[src/logic/mdsr_pkg.sv]
/*
 * constants for the motor driver status register group: offsets, field positions,
 * reset values and the layout of the interrupt registers.
 * assumes an 8-bit register port with byte offsets as printed.
 */
package mdsr_pkg;

	localparam int ADDR_W = 8;
	localparam int DATA_W = 8;
	localparam int IRQ_W = 8;

	typedef logic [ADDR_W-1:0] mdsr_addr_t;
	typedef logic [DATA_W-1:0] mdsr_data_t;

	// status register offsets
	localparam mdsr_addr_t ADDR_FAULT = 8'h00;
	localparam mdsr_addr_t ADDR_OC_DETAIL = 8'h01;
	localparam mdsr_addr_t ADDR_THERM_STALL = 8'h02;
	localparam mdsr_addr_t ADDR_INDEXER_POWER = 8'h03;

	// interrupt registers
	localparam mdsr_addr_t ADDR_IRQ_STATUS = 8'h10;
	localparam mdsr_addr_t ADDR_IRQ_ENABLE = 8'h11;
	localparam mdsr_addr_t ADDR_IRQ_CLEAR = 8'h12;

	// fault register fields
	localparam int FLT_SUMMARY = 7;
	localparam int FLT_PROTOCOL = 6;
	localparam int FLT_SUPPLY_UV = 5;
	localparam int FLT_PUMP_UV = 4;
	localparam int FLT_OVERCURRENT = 3;
	localparam int FLT_STALL = 2;
	localparam int FLT_THERMAL = 1;
	localparam int FLT_OPEN_LOAD = 0;

	// thermal and stall register fields
	localparam int THS_STANDSTILL = 7;
	localparam int THS_WARNING = 6;
	localparam int THS_SHUTDOWN = 5;
	localparam int THS_STALL_LEARN_OK = 4;
	localparam int THS_STALL = 3;
	localparam int THS_TORQUE_LEARN = 2;
	localparam int THS_OPEN_LOAD_B = 1;
	localparam int THS_OPEN_LOAD_A = 0;

	// reserved bits of the indexer and power register read as zero
	localparam mdsr_data_t INDEXER_POWER_MASK = 8'h74;

	// interrupt bit raised when the fault pin is held low by someone else
	localparam int IRQ_PIN_CONTENTION = 7;

	localparam mdsr_data_t REG_RESET = 8'h00;
	localparam mdsr_data_t DATA_ZERO = 8'h00;

endpackage

[src/logic/mdsr_irq_if.sv]
/*
 * carrier between the status register bank and its interrupt keeper.
 * assumes one clock domain; the bank owns events and register writes.
 */
`timescale 1ns/1ns
interface mdsr_irq_if #(
	parameter int WIDTH = 8
);
	logic [WIDTH-1:0] evt;
	logic [WIDTH-1:0] wrData;
	logic clrWr;
	logic enWr;
	logic [WIDTH-1:0] status;
	logic [WIDTH-1:0] enable;
	logic irq;

	modport owner (
		output evt,
		output wrData,
		output clrWr,
		output enWr,
		input status,
		input enable,
		input irq
	);

	modport keeper (
		input evt,
		input wrData,
		input clrWr,
		input enWr,
		output status,
		output enable,
		output irq
	);
endinterface

[src/logic/mdsr_status_bank.sv]
/*
 * status register bank, read-only except the interrupt enable and clear registers, of a stepper driver with fault pin and interrupt.
 * assumes synchronous condition inputs from the power stage and protection circuits,
 * a plain register port with read data one cycle after the strobe.
 */
// Design decision made here: the address-and-strobe port.
`timescale 1ns/1ns
module mdsr_status_bank (
	// clock and reset
	input wire logic clock,
	input wire logic srst,
	// register port
	input wire mdsr_pkg::mdsr_addr_t regAddr,
	input wire mdsr_pkg::mdsr_data_t regWrData,
	input wire logic regWrStrobe,
	input wire logic regRdStrobe,
	output logic [mdsr_pkg::DATA_W-1:0] regRdData,
	// fault conditions
	input wire logic protocolErrorActive,
	input wire logic supplyUndervoltage,
	input wire logic pumpUndervoltage,
	input wire logic [7:0] overcurrentDetailIn,
	input wire logic thermalWarning,
	input wire logic thermalShutdown,
	input wire logic stallDetect,
	input wire logic openLoadA,
	input wire logic openLoadB,
	// further diagnostics
	input wire logic standstillSaving,
	input wire logic stallLearnOk,
	input wire logic torqueLearnDone,
	input wire logic [7:0] indexerPowerIn,
	// fault clear requests
	input wire logic clearFaultsBit,
	input wire logic sleepInputN,
	// open-drain fault pin
	input wire logic faultPinIn,
	output logic faultPinOut,
	output logic faultPinOe,
	// interrupt
	output logic irq
);
	import mdsr_pkg::*;

	typedef struct packed {
		mdsr_data_t fault;
		mdsr_data_t ocDetail;
		mdsr_data_t thermStall;
		mdsr_data_t indexerPower;
		mdsr_data_t rdData;
		logic pinOut;
		logic pinOe;
	} mdsr_bank_state_s;

	mdsr_bank_state_s state_q;
	mdsr_bank_state_s state_d;

	mdsr_irq_if #(.WIDTH(IRQ_W)) irqBus ();

	logic clearRequest;
	logic [IRQ_W-1:0] faultRise;
	logic pinContention;

	// a low sleep input is taken as the reset pulse that clears latched faults
	assign clearRequest = clearFaultsBit | ~sleepInputN;

	always_comb begin
		state_d = state_q;
		state_d.ocDetail = overcurrentDetailIn;
		state_d.fault[FLT_SUPPLY_UV] = supplyUndervoltage;
		state_d.fault[FLT_PUMP_UV] = pumpUndervoltage;
		state_d.fault[FLT_OVERCURRENT] = |overcurrentDetailIn;
		state_d.fault[FLT_STALL] = stallDetect;
		state_d.fault[FLT_THERMAL] = thermalWarning | thermalShutdown;
		state_d.fault[FLT_OPEN_LOAD] = openLoadA | openLoadB;
		// latched: a live error keeps it set even against a clear
		if (protocolErrorActive) begin
			state_d.fault[FLT_PROTOCOL] = 1'b1;
		end else if (clearRequest) begin
			state_d.fault[FLT_PROTOCOL] = 1'b0;
		end
		state_d.fault[FLT_SUMMARY] = |state_d.fault[FLT_PROTOCOL:FLT_OPEN_LOAD];
		state_d.thermStall = REG_RESET;
		state_d.thermStall[THS_STANDSTILL] = standstillSaving;
		state_d.thermStall[THS_WARNING] = thermalWarning;
		state_d.thermStall[THS_SHUTDOWN] = thermalShutdown;
		state_d.thermStall[THS_STALL_LEARN_OK] = stallLearnOk;
		state_d.thermStall[THS_STALL] = stallDetect;
		state_d.thermStall[THS_TORQUE_LEARN] = torqueLearnDone;
		state_d.thermStall[THS_OPEN_LOAD_B] = openLoadB;
		state_d.thermStall[THS_OPEN_LOAD_A] = openLoadA;
		state_d.indexerPower = indexerPowerIn & INDEXER_POWER_MASK;
		// open drain: only ever drive low
		state_d.pinOut = 1'b0;
		state_d.pinOe = state_d.fault[FLT_SUMMARY];
		// read data live for one cycle only; writes reach only the interrupt enable and clear registers
		state_d.rdData = DATA_ZERO;
		if (regRdStrobe) begin
			if (regAddr == ADDR_FAULT) begin
				state_d.rdData = state_q.fault;
			end else if (regAddr == ADDR_OC_DETAIL) begin
				state_d.rdData = state_q.ocDetail;
			end else if (regAddr == ADDR_THERM_STALL) begin
				state_d.rdData = state_q.thermStall;
			end else if (regAddr == ADDR_INDEXER_POWER) begin
				state_d.rdData = state_q.indexerPower;
			end else if (regAddr == ADDR_IRQ_STATUS) begin
				state_d.rdData = irqBus.status;
			end else if (regAddr == ADDR_IRQ_ENABLE) begin
				state_d.rdData = irqBus.enable;
			end else begin
				state_d.rdData = DATA_ZERO;
			end
		end
	end

	always_ff @(posedge clock) begin
		if (srst) begin
			state_q <= '0;
		end else begin
			state_q <= state_d;
		end
	end

	// rising edges of fault bits 6 to 0 feed the interrupt, bit 7 is contention; the pin seen low while
	// released means another device on the wired line reports a fault
	assign pinContention = ~faultPinIn & ~state_q.pinOe;
	always_comb begin
		faultRise = state_d.fault & ~state_q.fault;
		faultRise[IRQ_PIN_CONTENTION] = pinContention;
	end

	assign irqBus.evt = faultRise;
	assign irqBus.wrData = regWrData;
	assign irqBus.clrWr = regWrStrobe && (regAddr == ADDR_IRQ_CLEAR);
	assign irqBus.enWr = regWrStrobe && (regAddr == ADDR_IRQ_ENABLE);

	mdsr_irq_keeper #(.WIDTH(IRQ_W)) irqKeeper (
		.clock(clock),
		.srst(srst),
		.irqBus(irqBus.keeper)
	);

	assign regRdData = state_q.rdData;
	assign faultPinOut = state_q.pinOut;
	assign faultPinOe = state_q.pinOe;
	assign irq = irqBus.irq;

	// helper view of the raw conditions, without indexerPowerIn
	// 3 single conditions, 8 detail bits, 9 more single bits: 20 in all
	logic [19:0] rawConditions;
	assign rawConditions = {protocolErrorActive, supplyUndervoltage, pumpUndervoltage,
		overcurrentDetailIn, thermalWarning, thermalShutdown, stallDetect, openLoadA,
		openLoadB, standstillSaving, stallLearnOk, torqueLearnDone, sleepInputN};
endmodule

[src/logic/mdsr_irq_keeper.sv]
/*
 * sticky interrupt status, enable register and one level interrupt output.
 * assumes events are one-cycle pulses and the clear register is write-one-to-clear.
 */
`timescale 1ns/1ns
module mdsr_irq_keeper #(
	parameter int WIDTH = 8
) (
	// clock and reset
	input wire logic clock,
	input wire logic srst,
	// register side
	mdsr_irq_if.keeper irqBus
);
	import mdsr_pkg::*;

	typedef struct packed {
		logic [WIDTH-1:0] status;
		logic [WIDTH-1:0] enable;
		logic irq;
	} mdsr_irq_state_s;

	mdsr_irq_state_s state_q;
	mdsr_irq_state_s state_d;

	always_comb begin
		state_d = state_q;
		// set wins over a clear in the same cycle
		if (irqBus.clrWr) begin
			state_d.status = state_q.status & ~irqBus.wrData;
		end
		state_d.status = state_d.status | irqBus.evt;
		if (irqBus.enWr) begin
			state_d.enable = irqBus.wrData;
		end
		state_d.irq = |(state_d.status & state_d.enable);
	end

	always_ff @(posedge clock) begin
		if (srst) begin
			state_q <= '0;
		end else begin
			state_q <= state_d;
		end
	end

	assign irqBus.status = state_q.status;
	assign irqBus.enable = state_q.enable;
	assign irqBus.irq = state_q.irq;
endmodule

[config.mk]
export PLATFORM = sky130hd
export DESIGN_NAME = mdsr_status_bank
export DESIGN_NICKNAME = d
export VERILOG_FILES = /design/src/logic/mdsr_pkg.sv /design/src/logic/mdsr_irq_if.sv /design/src/logic/mdsr_status_bank.sv /design/src/logic/mdsr_irq_keeper.sv
export SDC_FILE = /design/constraint.sdc
export NUM_CORES = 1
export LEC_CHECK = 0
export BUFFER_PORTS_ARGS = -buffer_cell sky130_fd_sc_hd__buf_2
export CAP_MARGIN = 10
export CORE_MARGIN = 5
export CORE_UTILIZATION = 35
export CTS_CLUSTER_SIZE = 12
export DETAILED_ROUTE_END_ITERATION = 10
export PLACE_DENSITY = 0.62
export SLEW_MARGIN = 20
export SYNTH_ARGS = -nofsm -noshare
export SYNTH_HDL_FRONTEND = slang
export SYNTH_HIERARCHICAL = 1
export SYNTH_SLANG_ARGS = --single-unit
[constraint.sdc]
create_clock -name clock -period 1.75 [get_ports clock]
set_input_delay 0.0875 -clock clock [delete_from_list [all_inputs] [get_ports clock]]
set_output_delay 0.0875 -clock clock [all_outputs]
set_load 0.03 [all_outputs]
==> run_results.csv <==
group,metric,value,unit
run_status,status,"complete, no violations",
worst_setup_path,r2r_setup_slack,0.50,ns
grt,overflow,0,
grt,antenna_found_initial,0,
power_and_ir_drop,combPwrFrac,11.6,%
min_path,min_path_cells,2,
worst_setup_path,max_stage_delay,0.40,ns
worst_setup_path,end_kind,"register",
yosys,ys_warn_count,6,
grt,grt_pass1_wl,8.11,mm
worst_setup_path,worst-setup-path-type,"in2reg",
power_and_ir_drop,power_density,813,mW/mm²
floorplanning,die_area,0.00783,mm²
yosys,synthDominantCellAreaShare,48.3,%
min_path,hold-path-endpoint,"state_q[30]$_SDFF_PP0_",
clock_tree,clock_path_buffers,2,
min_path,min_from,"overcurrentDetailIn[4]",
route,antenna_left,0,
power_and_ir_drop,p_total,2.21,mW
yosys,mappedNetlistArea,0.00216,mm²
floorplanning,coreArea,0.00596,mm²
floorplanning,pin_count,61,
timing,fin_setup_tns,0,ns
timing,fin_crit_sh,88.9,%
worst_setup_path,required,1.94,ns
placed_design,dp.cells,363,
yosys,synth_flop_cell,"dfxtp_1",
power_and_ir_drop,intPower,1.69,mW
grt,grt_pass1_vias,1751,
layout,diodes,0,
yosys,synth-edff-count,0,
floorplanning,rows,28,
yosys,ys_ff_latch,52,
layout,area_delta_synth_final,25.9,%
min_path,hold_path.class,"in2reg",
worst_setup_path,critPathLaunchType,"input port",
clock_tree,cts_tree,"done",
route,drtIter0Drc,82,
clock_tree,clk_pin_slew,0.09,ns
placed_design,hpwlAfterDp,3.92,mm
placed_design,dpl_cell_area,0.00256,mm²
placed_design,routabilityCongestion,0.778,
timing,skew,0.00571,ns
clock_tree,cts_max_level,2,
yosys,seq_area_frac_synth,48.3,%
timing,hold_viol,0,
yosys,async_flop_share,0,%
yosys,synthTopCellsByArea,"dfxtp_1 (48%), nor2b_1 (7.8%), nor2_1 (6.1%)",
layout,finalNonFillerCells,377,
timing,rsz0062_at_grt,"false",
worst_setup_path,cpMaxStageDelayCell,"o41a_1",
power_and_ir_drop,switchingPower,0.519,mW
grt,grt_max_degree,23,
clock_tree,clock_sinks,52,
timing,final_max_slew_viol_count,0,
route,dr_total_vias,1798,
route,routedWlPerCell,13.6,µm
worst_setup_path,rr_startpoint,"state_q[41]$_SDFF_PP0_",
floorplanning,die_w,88.5,µm
run,cap_violations,0,
power_and_ir_drop,seqPwrFrac,56.8,%
floorplanning,die_h,88.5,µm
clock_tree,clk_latency,0.30,ns
worst_setup_path,crit_buf_inv,2,
power_and_ir_drop,power.leakage,1.14,nW
worst_setup_path,reg2reg_to,"irqKeeper/irqBus.irq$_SDFF_PP0_",
layout,finalNetCount,351,
grt,grtUsageTotal,13.4,%
layout,stdcell_area,0.00271,mm²
worst_setup_path,cp.arrival,1.74,ns
yosys,netlist_instances,231,
yosys,syn_avg_cell_area,9.33,µm²
worst_setup_path,crit_family,"compound AO/OA/AOI/OAI gates",
worst_setup_path,path_cells,"buf_2, nor3_4, nand3_1, nor4_1, buf_4, nand2_1, a21oi_1, o22ai_1, o41a_1",
yosys,synth_area_leader_cell,"dfxtp_1",
timing,setup_violations,0,
timing,post-route-min-period,1.56,ns
yosys,synth_cell_types,31,
power_and_ir_drop,ir_drop,0.312,mV
power_and_ir_drop,swShare,23.5,%
route,drc,0,
clock_tree,post_cts_resized,0,
clock_tree,cts_buffers,5,
power_and_ir_drop,clock_power_share,31.6,%
worst_setup_path,reg2reg_depth,4,
timing,fmax,0.643,GHz
worst_setup_path,critPathMaxFanout,8,
timing,max-slew-margin-rel,63.4,%
timing,worstMarginPinSlew,0.547,ns
worst_setup_path,path_depth,9,
clock_tree,cts_root_buf,"clkbuf_8",
placed_design,portBuffers,55,
route,drt_wl_total,5.11,mm
yosys,synthesis.nets,281,
floorplanning,initial_core_util,36.2,%
route,drtPass1Iterations,4,
layout,drive_above_1_share,30.8,%
clock_tree,cts_setup_buffers,0,
route,vias_per_cell,4.77,
==> layer usage <==
metal  GRT usage (%)  up-vias  share of wire [%]
met5               0        -                  0
met4            4.81        0               0.90
met3            3.72        5                6.4
met2            23.5       43                 52
met1            15.8      842                 40
li1                -      908                  -
==> repair_timing <==
item | in CTS | in global routing
setup endpoints to repair | 0 | 0
hold buffers | 5 | 1
hold endpoints to repair | 5 | 1
==> state kept, by name (all words and copies together), names as in the netlist <==
name	cells
irqKeeper/irqBus.irq	1
irqKeeper/irqBus.status	8
regRdData	8
state_q	27
irqKeeper/irqBus.enable	8
==> cell type report <==
type / instances / area, µm²
fillers: 634 / 3240
flip-flops and latches: 52 / 1040
multi-input cells: 153 / 962
repair buffers: 83 / 500
well taps: 75 / 93.8
clock buffers: 7 / 86.3
inverters: 6 / 22.5
clock inverters: 1 / 7.51
==> placed cells by master, fill, tap and decap left out, types with 3 or more instances in the layout <==
master / count
a21oi_1: 10
a22oi_1: 4
a32oi_1: 4
buf_2: 55
buf_4: 22
clkbuf_8: 6
dfxtp_1: 52
dlygate4sd3_1: 6
inv_1: 6
mux2_1: 5
mux2_2: 3
mux2i_1: 12
nand2_1: 10
nand2b_1: 5
nor2_1: 35
nor2b_1: 27
nor3b_1: 4
o21ai_0: 12
o22ai_1: 4
==> synthesized netlist by cell type, types with 2 or more instances <==
master	instances
mux2i_1	12
a21oi_1	10
nor2b_1	27
a21oi_2	2
nand2_1	10
nor3b_1	4
nor2_1	35
a32oi_1	4
mux2_2	3
dfxtp_1	52
nand2b_1	5
nor4_1	2
a22oi_1	4
o22ai_1	4
mux2_1	5
buf_2	2
clkbuf_1	5
a31oi_1	2
or2_1	2
inv_1	6
nand3_1	2
o21ai_0	12
or4_1	2
buf_4	12
==> stage by stage <==
step	hold WS (ns)	setup slack, ns	util (%)
after global placement	0.298	-0.110	43.0
after floorplan	0.159	0.0728	-
after detailed placement	0.304	-0.128	43.0
after CTS	0.00520	0.183	45.4
after global routing	0.00562	0.0497	45.6
final	0.0117	0.195	45.6
==> cells by family after synthesis <==
kind of cell           share of synthesized area (%)
buffers and inverters                           7.08
and+or+nand+nor                                 23.5
muxes                                           9.75
DFF                                             48.3
AOI/OAI and AO/OA                               11.2
other                                          0.174
==> power by group through the flow <==
stage / logic (mW) / clock network [mW] / registers, mW
2_1_floorplan: 0.126 / 0 / 1.28
3_3_place_gp: 0.244 / 0 / 1.28
3_5_place_dp: 0.247 / 0 / 1.28
4_1_cts: 0.257 / 0.729 / 1.25
5_1_grt: 0.285 / 0.772 / 1.26
6_report: 0.256 / 0.696 / 1.25
==> worst max path at each step <==
stage                     from                              end  slack, ns
finish              regAddr[7]  irqKeeper/irqBus.irq$_SDFF_PP0_       0.19
global route        regAddr[7]  irqKeeper/irqBus.irq$_SDFF_PP0_       0.05
CTS                 regAddr[7]  irqKeeper/irqBus.irq$_SDFF_PP0_       0.18
detailed placement  regAddr[7]  irqKeeper/irqBus.irq$_SDFF_PP0_      -0.13
global placement    regAddr[7]  irqKeeper/irqBus.irq$_SDFF_PP0_      -0.11
floorplan           regAddr[0]  irqKeeper/irqBus.irq$_SDFF_PP0_       0.07
No activity file was read; power rests on OpenSTA's default activity.
